--- src/rtl/ulms_pkg.sv ---
// Constants for the line status and modem control block.
// Assumes a byte-wide CPU port with a three-bit register select.
package ulms_pkg;
    localparam logic [2:0] ADDR_RX_BUF = 3'h0;
    localparam logic [2:0] ADDR_TX_HOLD = 3'h0;
    localparam logic [2:0] ADDR_IRQ_EN = 3'h1;
    localparam logic [2:0] ADDR_IRQ_ID = 3'h2;
    localparam logic [2:0] ADDR_LINE_CTL = 3'h3;
    localparam logic [2:0] ADDR_MODEM_CTL = 3'h4;
    localparam logic [2:0] ADDR_LINE_STAT = 3'h5;
    localparam logic [2:0] ADDR_MODEM_STAT = 3'h6;
    localparam logic [2:0] ADDR_SCRATCH = 3'h7;
    // Line control fields
    localparam int LC_WLEN_LO = 0;
    localparam int LC_PAR_EN = 3;
    localparam int LC_EVEN_PAR = 4;
    localparam int LC_STICK = 5;
    localparam int LC_BREAK = 6;
    localparam int LC_DLAB = 7;
    // Interrupt enable fields
    localparam int IE_RX_DATA = 0;
    localparam int IE_TX_EMPTY = 1;
    localparam int IE_LINE = 2;
    localparam int IE_MODEM = 3;
    // Modem control fields
    localparam int MC_DTR = 0;
    localparam int MC_RTS = 1;
    localparam int MC_USER1 = 2;
    localparam int MC_USER2 = 3;
    localparam int MC_LOOP = 4;
    localparam logic [7:0] MC_MASK = 8'h1f;
    // Identification codes, bit 0 low means pending
    localparam logic [3:0] ID_NONE = 4'h1;
    localparam logic [3:0] ID_LINE = 4'h6;
    localparam logic [3:0] ID_RX_DATA = 4'h4;
    localparam logic [3:0] ID_TX_EMPTY = 4'h2;
    localparam logic [3:0] ID_MODEM = 4'h0;
    // Receive word: {break, stop, parity, data}
    localparam int RXW_WIDTH = 11;
    localparam int RXW_DATA_W = 8;
    localparam int RXW_PAR = 8;
    localparam int RXW_STOP = 9;
    localparam int RXW_BRK = 10;
    localparam int RX_FIFO_DEPTH = 16;
    // Reset values
    localparam logic [7:0] RST_ZERO = 8'h00;
    localparam logic [3:0] RST_STAT = 4'h0;
endpackage : ulms_pkg

--- src/rtl/ulms_top.sv ---
// Line status, modem control and modem status section of a serial controller, with its receive FIFO.
// Assumes external shift engines: the receiver pushes whole characters with their parity, stop and
// break sampling; the transmitter takes characters and reports when its shift register is busy.
// Function
// - Received character loaded into buffer sets data-available; buffer read clears it.
// - New character over an unread one sets overrun and overwrites it.
// - Parity mismatch against selected odd or even parity sets parity error.
// - Stop bit sampled low sets framing error.
// - Input spacing longer than one character time sets break flag.
// - Line status read clears overrun, parity, framing and break only.
// - Enabled line errors raise the highest priority interrupt.
// - Holding empty sets on move to shifter, clears on write, not on status read.
// - Enabled holding empty raises priority three interrupt, cleared by identification read.
// - All-empty high only while holder and shifter empty; low until character leaves.
// - Status read leaves all-empty alone; line status bit seven reads zero.
// - Modem control bits zero to three drive their pins inverted.
// - Modem control readable and writable; bits five to seven read zero.
// - Loopback holds serial output marking and feeds transmit data into receiver.
// - Loopback disconnects modem inputs, uses control bits, forces output pins high.
// - Loopback keeps all interrupts working; modem interrupts come from control bits.
// - Clear-to-send, data-set-ready and carrier changes set deltas; status read clears.
// - Ring trailing edge flag sets only when ring input goes low to high.
// - Status bits four to seven show inverted modem input pins.
// - Enabled modem change raises priority four interrupt and identification code.
// - In loopback, status bit four follows request-to-send control bit.
// - Break character is loaded and sets data-available like any character.
// - Error flags set when the character is loaded into the buffer and persist over clean characters.
// - In loopback, status bits five to seven follow DTR, user 1, user 2.
// - Modem deltas arising during their status read set only at the read's trailing edge; line errors wait in the FIFO and set one cycle after it.
`timescale 1ns/10ps
`default_nettype none

module ulms_fifo #(
    parameter int WIDTH = 8,
    parameter int DEPTH = 16
) (
    input wire logic clk,
    input wire logic rst_n,
    input wire logic in_valid,
    output logic in_ready,
    input wire logic [WIDTH-1:0] in_data,
    output logic out_valid,
    input wire logic out_ready,
    output logic [WIDTH-1:0] out_data
);
    localparam int AW = $clog2(DEPTH);
    logic [WIDTH-1:0] mem [DEPTH];
    logic [AW-1:0] wp_r, rp_r;
    logic [AW:0] cnt_r;
    logic space_r, empty_r;
    logic push, pop;
    logic [AW:0] cnt_nxt;

    assign push = in_valid && space_r;
    assign pop = !empty_r && out_ready;
    assign cnt_nxt = cnt_r + (AW+1)'(push) - (AW+1)'(pop);
    assign in_ready = space_r;
    assign out_valid = !empty_r;
    assign out_data = mem[rp_r];

    always_ff @(posedge clk) begin
        if (push) begin
            mem[wp_r] <= in_data;
        end
    end

    always_ff @(posedge clk) begin
        if (!rst_n) begin
            wp_r <= '0;
            rp_r <= '0;
            cnt_r <= '0;
            space_r <= 1'b0;
            empty_r <= 1'b1;
        end else begin
            if (push) begin
                wp_r <= (wp_r == AW'(DEPTH - 1)) ? '0 : wp_r + 1'b1;
            end
            if (pop) begin
                rp_r <= (rp_r == AW'(DEPTH - 1)) ? '0 : rp_r + 1'b1;
            end
            cnt_r <= cnt_nxt;
            space_r <= (cnt_nxt != (AW+1)'(DEPTH));
            empty_r <= (cnt_nxt == '0);
        end
    end
endmodule : ulms_fifo

module ulms_top
    import ulms_pkg::*;
(
    input wire logic CORE_CLK,
    input wire logic RST_N,
    input wire logic CS,
    input wire logic [2:0] ADDR,
    input wire logic RD,
    input wire logic WR,
    input wire logic [7:0] DIN,
    output logic [7:0] DOUT,
    input wire logic RX_CHAR_VALID,
    input wire logic [RXW_WIDTH-1:0] RX_CHAR_WORD,
    output logic RX_READY,
    output logic TX_CHAR_VALID,
    output logic [7:0] TX_CHAR,
    input wire logic TX_CHAR_TAKE,
    input wire logic TX_SHIFT_BUSY,
    input wire logic TX_SHIFT_BIT,
    output logic RX_SERIAL_IN,
    input wire logic SERIAL_RX_PIN,
    output logic SERIAL_TX_PIN,
    output logic [7:0] LINE_CTL,
    input wire logic CTS_N,
    input wire logic DSR_N,
    input wire logic RI_N,
    input wire logic DCD_N,
    output logic DTR_N,
    output logic RTS_N,
    output logic USER_OUTPUT_1_N,
    output logic USER_OUTPUT_2_N,
    output logic IRQ_OUT
);
    function automatic logic [3:0] irq_code(input logic [3:0] ie, input logic line, input logic data,
                                             input logic txe, input logic mdm);
        if (ie[IE_LINE] && line) irq_code = ID_LINE;
        else if (ie[IE_RX_DATA] && data) irq_code = ID_RX_DATA;
        else if (ie[IE_TX_EMPTY] && txe) irq_code = ID_TX_EMPTY;
        else if (ie[IE_MODEM] && mdm) irq_code = ID_MODEM;
        else irq_code = ID_NONE;
    endfunction : irq_code

    function automatic logic is_reg(input logic [2:0] a, input logic [2:0] r);
        is_reg = (a == r);
    endfunction : is_reg

    logic [7:0] rx_buf_r, tx_hold_r, line_ctl_r, mc_r, scratch_r, dout_r;
    logic [3:0] irq_en_r, err_r, delta_r, delta_pend_r, stat_r, id_lat_r;
    logic data_avail_r, tx_empty_r, all_empty_r, txe_irq_r, irq_r, tx_valid_r;
    logic rd_act_r, wr_act_r;
    logic [2:0] rd_addr_r;
    logic tx_pin_r, rx_in_r, dtr_r, rts_r, u1_r, u2_r;

    logic rd_now, rd_start, rd_trail, wr_start, dlab;
    logic rd_line_busy, rd_mstat_busy, line_trail, mstat_trail, rxbuf_trail, id_trail;
    logic wr_tx_hold;
    logic fifo_valid, fifo_ready, pop;
    logic [RXW_WIDTH-1:0] fifo_word;
    logic [7:0] wmask, rx_data;
    logic par_bad;
    logic [3:0] ev_err, stat_nxt, ev_delta;
    logic [3:0] cur_id;

    assign rd_now = CS && RD;
    assign rd_start = rd_now && !rd_act_r;
    assign rd_trail = rd_act_r && !rd_now;
    assign wr_start = CS && WR && !wr_act_r;
    assign dlab = line_ctl_r[LC_DLAB];
    assign rd_line_busy = rd_act_r && is_reg(rd_addr_r, ADDR_LINE_STAT);
    assign rd_mstat_busy = rd_act_r && is_reg(rd_addr_r, ADDR_MODEM_STAT);
    assign line_trail = rd_trail && is_reg(rd_addr_r, ADDR_LINE_STAT);
    assign mstat_trail = rd_trail && is_reg(rd_addr_r, ADDR_MODEM_STAT);
    assign rxbuf_trail = rd_trail && is_reg(rd_addr_r, ADDR_RX_BUF) && !dlab;
    assign id_trail = rd_trail && is_reg(rd_addr_r, ADDR_IRQ_ID);
    assign wr_tx_hold = wr_start && is_reg(ADDR, ADDR_TX_HOLD) && !dlab;

    always_ff @(posedge CORE_CLK) begin
        if (!RST_N) begin
            rd_act_r <= 1'b0;
            wr_act_r <= 1'b0;
            rd_addr_r <= 3'h0;
        end else begin
            rd_act_r <= rd_now;
            wr_act_r <= CS && WR;
            if (rd_start) begin
                rd_addr_r <= ADDR;
            end
        end
    end

    // Drain stalls during a line status read, so no error can land mid-read
    ulms_fifo #(.WIDTH(RXW_WIDTH), .DEPTH(RX_FIFO_DEPTH)) u_rx_fifo (
        .clk(CORE_CLK),
        .rst_n(RST_N),
        .in_valid(RX_CHAR_VALID),
        .in_ready(RX_READY),
        .in_data(RX_CHAR_WORD),
        .out_valid(fifo_valid),
        .out_ready(fifo_ready),
        .out_data(fifo_word)
    );
    assign fifo_ready = !rd_line_busy && !(rd_now && is_reg(ADDR, ADDR_LINE_STAT));
    assign pop = fifo_valid && fifo_ready;

    always_comb begin
        wmask = 8'h1f;
        case (line_ctl_r[LC_WLEN_LO +: 2])
            2'h1: wmask = 8'h3f;
            2'h2: wmask = 8'h7f;
            2'h3: wmask = 8'hff;
            default: wmask = 8'h1f;
        endcase
    end
    assign rx_data = fifo_word[RXW_DATA_W-1:0] & wmask;
    // Stick parity expects the inverse of the even select bit
    assign par_bad = line_ctl_r[LC_PAR_EN] && (line_ctl_r[LC_STICK] ?
                     (fifo_word[RXW_PAR] != !line_ctl_r[LC_EVEN_PAR]) :
                     ((^{rx_data, fifo_word[RXW_PAR]}) != !line_ctl_r[LC_EVEN_PAR]));
    assign ev_err = {pop && fifo_word[RXW_BRK],
                     pop && !fifo_word[RXW_STOP],
                     pop && par_bad,
                     pop && data_avail_r && !rxbuf_trail};

    always_ff @(posedge CORE_CLK) begin
        if (!RST_N) begin
            rx_buf_r <= RST_ZERO;
            data_avail_r <= 1'b0;
        end else begin
            if (pop) begin
                rx_buf_r <= rx_data;
            end
            data_avail_r <= pop || (data_avail_r && !rxbuf_trail);
        end
    end

    always_ff @(posedge CORE_CLK) begin
        if (!RST_N) begin
            err_r <= RST_STAT;
        end else if (line_trail) begin
            err_r <= ev_err;
        end else begin
            err_r <= err_r | ev_err;
        end
    end

    always_ff @(posedge CORE_CLK) begin
        if (!RST_N) begin
            tx_hold_r <= RST_ZERO;
            tx_empty_r <= 1'b1;
            all_empty_r <= 1'b1;
            tx_valid_r <= 1'b0;
        end else begin
            if (wr_tx_hold) begin
                tx_hold_r <= DIN;
            end
            tx_empty_r <= !wr_tx_hold && (TX_CHAR_TAKE || tx_empty_r);
            tx_valid_r <= wr_tx_hold || !(TX_CHAR_TAKE || tx_empty_r);
            all_empty_r <= !wr_tx_hold && !TX_CHAR_TAKE && !TX_SHIFT_BUSY
                           && (TX_CHAR_TAKE || tx_empty_r);
        end
    end

    always_ff @(posedge CORE_CLK) begin
        if (!RST_N) begin
            line_ctl_r <= RST_ZERO;
            irq_en_r <= RST_STAT;
            mc_r <= RST_ZERO;
            scratch_r <= RST_ZERO;
        end else if (wr_start) begin
            if (is_reg(ADDR, ADDR_LINE_CTL)) line_ctl_r <= DIN;
            if (is_reg(ADDR, ADDR_IRQ_EN) && !dlab) irq_en_r <= DIN[3:0];
            if (is_reg(ADDR, ADDR_MODEM_CTL)) mc_r <= DIN & MC_MASK;
            if (is_reg(ADDR, ADDR_SCRATCH)) scratch_r <= DIN;
        end
    end

    // Status order {carrier, ring, set ready, clear to send}
    assign stat_nxt = mc_r[MC_LOOP] ? {mc_r[MC_USER2], mc_r[MC_USER1], mc_r[MC_DTR], mc_r[MC_RTS]}
                                    : {!DCD_N, !RI_N, !DSR_N, !CTS_N};
    assign ev_delta = {stat_nxt[3] ^ stat_r[3],
                       stat_r[2] && !stat_nxt[2],
                       stat_nxt[1] ^ stat_r[1],
                       stat_nxt[0] ^ stat_r[0]};

    always_ff @(posedge CORE_CLK) begin
        if (!RST_N) begin
            stat_r <= RST_STAT;
            delta_r <= RST_STAT;
            delta_pend_r <= RST_STAT;
        end else begin
            stat_r <= stat_nxt;
            if (mstat_trail) begin
                delta_r <= delta_pend_r | ev_delta;
                delta_pend_r <= RST_STAT;
            end else if (rd_mstat_busy || (rd_start && is_reg(ADDR, ADDR_MODEM_STAT))) begin
                delta_pend_r <= delta_pend_r | (ev_delta & ~delta_r);
            end else begin
                delta_r <= delta_r | ev_delta;
            end
        end
    end

    assign cur_id = irq_code(irq_en_r, |err_r, data_avail_r, txe_irq_r, |delta_r);

    always_ff @(posedge CORE_CLK) begin
        if (!RST_N) begin
            txe_irq_r <= 1'b0;
            id_lat_r <= ID_NONE;
            irq_r <= 1'b0;
        end else begin
            if (rd_start) begin
                id_lat_r <= cur_id;
            end
            // Raised on the move to the shifter; a fresh event beats the clearing read
            if (TX_CHAR_TAKE) begin
                txe_irq_r <= 1'b1;
            end else if (wr_tx_hold || (id_trail && id_lat_r == ID_TX_EMPTY)) begin
                txe_irq_r <= 1'b0;
            end
            irq_r <= (cur_id != ID_NONE);
        end
    end

    always_ff @(posedge CORE_CLK) begin
        if (!RST_N) begin
            dout_r <= RST_ZERO;
        end else if (rd_start) begin
            case (ADDR)
                ADDR_RX_BUF: dout_r <= dlab ? RST_ZERO : rx_buf_r;
                ADDR_IRQ_EN: dout_r <= dlab ? RST_ZERO : {4'h0, irq_en_r};
                ADDR_IRQ_ID: dout_r <= {4'h0, cur_id};
                ADDR_LINE_CTL: dout_r <= line_ctl_r;
                ADDR_MODEM_CTL: dout_r <= mc_r;
                ADDR_LINE_STAT: dout_r <= {1'b0, all_empty_r, tx_empty_r, err_r, data_avail_r};
                ADDR_MODEM_STAT: dout_r <= {stat_r, delta_r};
                ADDR_SCRATCH: dout_r <= scratch_r;
                default: dout_r <= RST_ZERO;
            endcase
        end
    end

    always_ff @(posedge CORE_CLK) begin
        if (!RST_N) begin
            tx_pin_r <= 1'b1;
            rx_in_r <= 1'b1;
            dtr_r <= 1'b1;
            rts_r <= 1'b1;
            u1_r <= 1'b1;
            u2_r <= 1'b1;
        end else begin
            tx_pin_r <= mc_r[MC_LOOP] || (!line_ctl_r[LC_BREAK] && TX_SHIFT_BIT);
            rx_in_r <= mc_r[MC_LOOP] ? TX_SHIFT_BIT : SERIAL_RX_PIN;
            dtr_r <= mc_r[MC_LOOP] || !mc_r[MC_DTR];
            rts_r <= mc_r[MC_LOOP] || !mc_r[MC_RTS];
            u1_r <= mc_r[MC_LOOP] || !mc_r[MC_USER1];
            u2_r <= mc_r[MC_LOOP] || !mc_r[MC_USER2];
        end
    end

    assign DOUT = dout_r;
    assign TX_CHAR_VALID = tx_valid_r;
    assign TX_CHAR = tx_hold_r;
    assign LINE_CTL = line_ctl_r;
    assign SERIAL_TX_PIN = tx_pin_r;
    assign RX_SERIAL_IN = rx_in_r;
    assign DTR_N = dtr_r;
    assign RTS_N = rts_r;
    assign USER_OUTPUT_1_N = u1_r;
    assign USER_OUTPUT_2_N = u2_r;
    assign IRQ_OUT = irq_r;
endmodule : ulms_top

`default_nettype wire

--- config.mk ---
export PLATFORM = sky130hd
export DESIGN_NAME = ulms_top
export DESIGN_NICKNAME = d
export VERILOG_FILES = /design/src/rtl/ulms_pkg.sv /design/src/rtl/ulms_top.sv
export SDC_FILE = /design/constraint.sdc
export NUM_CORES = 1
export LEC_CHECK = 0
export ABC_AREA = 1
export BUFFER_PORTS_ARGS = -buffer_cell sky130_fd_sc_hd__buf_4
export CAP_MARGIN = 10
export CORE_ASPECT_RATIO = 2
export CORE_UTILIZATION = 60
export CTS_CLUSTER_DIAMETER = 50
export DETAILED_ROUTE_END_ITERATION = 16
export GPL_ROUTABILITY_DRIVEN = 0
export PLACE_DENSITY_LB_ADDON = 0.1
export SLEW_MARGIN = 20
export SYNTH_ARGS = -nofsm -noshare
export SYNTH_HDL_FRONTEND = slang
export SYNTH_SLANG_ARGS = --single-unit
--- constraint.sdc ---
create_clock -name CORE_CLK -period 8.9 [get_ports CORE_CLK]
set_clock_uncertainty 0.2 [all_clocks]
set_input_delay 1.78 -clock CORE_CLK [delete_from_list [all_inputs] [get_ports CORE_CLK]]
set_output_delay 1.78 -clock CORE_CLK [all_outputs]
set_load 0.02 [all_outputs]
==> results.ini <==
[placement]
portBuffers=68
placed_area_sq_mm=0.01239
place_hpwl_mm=19.59
pre_cts_ws_ns=4.210

[floorplanning]
die_x_um=100.8
rows=72
die_area_sq_mm=0.02013
io_pins=69
start_util=0.6079
fp.dieH_um=199.6
core_area_sq_mm=0.01928

[yosys]
netlist_area_sq_mm=0.01172
synthXorXnorAreaFrac=0.005979
ys_types=45
synth_ff_type=edfxtp_1
synthCells=1219
synth_top_family_by_area=simple AND/OR/NAND/NOR gates
ys_seq_area_frac=0.6287
yosys.area_share.adder=0.01239
yosys.area_share.simple=0.1779
synth-async-reset-ratio=0
yosysWarnings=0
synth_edf_count=176
synthMuxAreaShare=0
ys_ff_latch=280
synth_compound_area_frac=0.1035
avgSynthCellArea_sq_um=9.613
synth_nets=1266

[grt]
grt_max_degree=80
grt_pass1_vias=8481
grt_use_total=0.3051
antenna_found_initial=0
grt_first_pass_wirelength_mm=45.02
grt_overflow=0

[worst_setup_path]
worst-path-max-fanout=16
reg2reg_setup_slack_ns=5.46
crit_end=u_rx_fifo.in_ready$_SDFF_PN0_
reg2reg_depth=21
r2r-end=err_r[1]$_SDFF_PN0_
critPathKind=in -> reg
cp.arrival_ns=4.36
endpoint_kind=flip-flop
startpoint=ADDR[0]
cp.required_ns=9.10
startpoint_type=input pin

[timing]
worst_slack_ns=4.743
setup_viol=0
rsz0062_at_grt=no
tns_ns=0
fin_crit_sh=0.4671
hold_violations=0
slew_headroom=0.2845
max_freq_mhz=240.6
period_needed_ns=4.157
worst_pin_slew_ns=1.072
maxSlewViolCount=0

[finish]
layout_common_cells=nand2_1, edfxtp_1, nor2_1
antenna_cells=0
stdcell_area_sq_mm=0.01312
fill_cells=1554
final_common_cell=nand2_1
layout-drive-gt1-share=0.1076
area.growth.synth_to_final_pct=11.93
fin_util=0.6804
nNetsFinal=1322
seq_area_sq_mm=0.007368
multi_input_area_sq_mm=0.003537

[cts]
clk_path_buf_depth=3
cts_resized=0
cts-htree-levels=1
cts_tree=built
numClockSinks=280
cts.clk_slew.worst_paths_ns=0.07
numCtsBuffers=23
root_buffer=clkbuf_16
clock_latency_ns=0.52
cts_setup_buffers=0
postCtsHoldBufs=0

[routing]
antenna_left=0
drt_iter0_drc=494
viasPerCell=5.652
dr.pass1.iters=5
wl_per_cell_um=19.28
drt-total-wl_mm=29.90
wl_met1_mm=10.08
wl_met3_mm=1.536
wl_met2_mm=16.32
post-route-drc-count=0
detailroute.via_count=8766
topRoutingLayerUsed=met4

[outcome]
status=complete, no violations

[pwr]
ir_drop_v=0.0002031
p_comb_frac=0.193
power.internal_mw=2.153
seq_power_share=0.482
pwr-share-clk=0.325
total_power_mw=3.058
swShare=0.2959
switching_power_mw=0.9047
powerDensity_mw_per_mm2=233.1
p_leak_nw=5.295

[hold_path]
hold_depth=2
hp-class=reg -> reg

[flow_run]
maxCapViolCount=0

## cells by family (layout without fill, tap and decap cells)
| group | count (synthesis) | after routing |
|---|---|---|
| fa+ha+maj | 11 | 11 |
| flops | 280 | 280 |
| buf+inv | 195 | 268 |
| xor+xnor | 8 | 8 |
| simple gates | 516 | 516 |
| compound gates | 209 | 209 |
## per-stage QoR
| step | hold slack, ns | instances |
|---|---|---|
| final | 0.2447 | 1551 |
| after global routing | 0.2772 | 1551 |
| after CTS | 0.2502 | 1551 |
| after detailed placement | 0.2361 | 1509 |
| after global placement | 0.2307 | 1509 |
| after floorplan | 0.1895 | 1219 |
## power by group through the flow
stage,Sequential [mW],Combinational (mW),Clock [mW]
after floorplan,1.49,0.443,0
after global routing,1.48,0.660,1.05
after detailed placement,1.50,0.586,0
final,1.48,0.590,0.992
after CTS,1.47,0.593,0.999
after global placement,1.50,0.569,0
## critical path, cell delays in order
cell     delay (ns)
buf_4          0.10
inv_1          0.05
nor2_1         0.08
inv_1          0.05
nor2_1         0.25
inv_1          0.16
nor2_1         0.15
nor3_2         0.05
buf_4          0.20
ha_1           0.28
inv_1          0.04
ha_1           0.20
fa_1           0.43
nand3_1        0.08
nand2_1        0.07
xnor2_1        0.17
inv_1          0.07
nor2_1         0.10
nor2_1         0.04
## registers in the layout, indices dropped and copies added, names as in the netlist, 5 cells and up, named ones only
name             count
DOUT                 8
LINE_CTL             8
TX_CHAR              8
mc_r                 5
rx_buf_r             8
scratch_r            8
u_rx_fifo.cnt_r      5
u_rx_fifo.mem      176
## worst min-delay path by stage
stage / startpoint / endpoint / slack, ns
finish: delta_pend_r[1]$_SDFFE_PP0P_ / delta_pend_r[1]$_SDFFE_PP0P_ / 0.24
global route: mc_r[2]$_SDFFE_PN0P_ / USER_OUTPUT_1_N$_SDFF_PN1_ / 0.28
CTS: delta_pend_r[1]$_SDFFE_PP0P_ / delta_pend_r[1]$_SDFFE_PP0P_ / 0.25
detailed placement: mc_r[2]$_SDFFE_PN0P_ / USER_OUTPUT_1_N$_SDFF_PN1_ / 0.24
global placement: mc_r[2]$_SDFFE_PN0P_ / USER_OUTPUT_1_N$_SDFF_PN1_ / 0.23
floorplan: mc_r[2]$_SDFFE_PN0P_ / USER_OUTPUT_1_N$_SDFF_PN1_ / 0.19
## metal layers
layer	GRT usage	up-vias
met2	0.5698	315
met1	0.3164	4161
met5	0	-
met4	0.1954	0
met3	0.03533	105
li1	-	4185
## cell usage after synthesis, types with 9 or more instances
library cell / number / area (sq um)
buf_6: 9 / 101.4
dfxtp_1: 104 / 2082
nand3_1: 88 / 440.4
inv_1: 137 / 514.2
buf_2: 12 / 60.06
a21oi_1: 50 / 250.2
o21ai_0: 96 / 480.5
nor2_1: 157 / 589.3
nand2_1: 253 / 949.7
o211ai_1: 18 / 135.1
ha_1: 10 / 125.1
edfxtp_1: 176 / 5285
clkbuf_1: 23 / 86.33
## layout make-up
cell class | instances | area share
clock buffers | 30 | 0.04665
flip-flops and latches | 280 | 0.5618
repair buffers | 82 | 0.04693
multi-input cells | 744 | 0.2697
inverters | 144 | 0.04140
well taps | 259 | 0.02471
clock inverters | 12 | 0.008872
(Power assumes the default switching activity.)
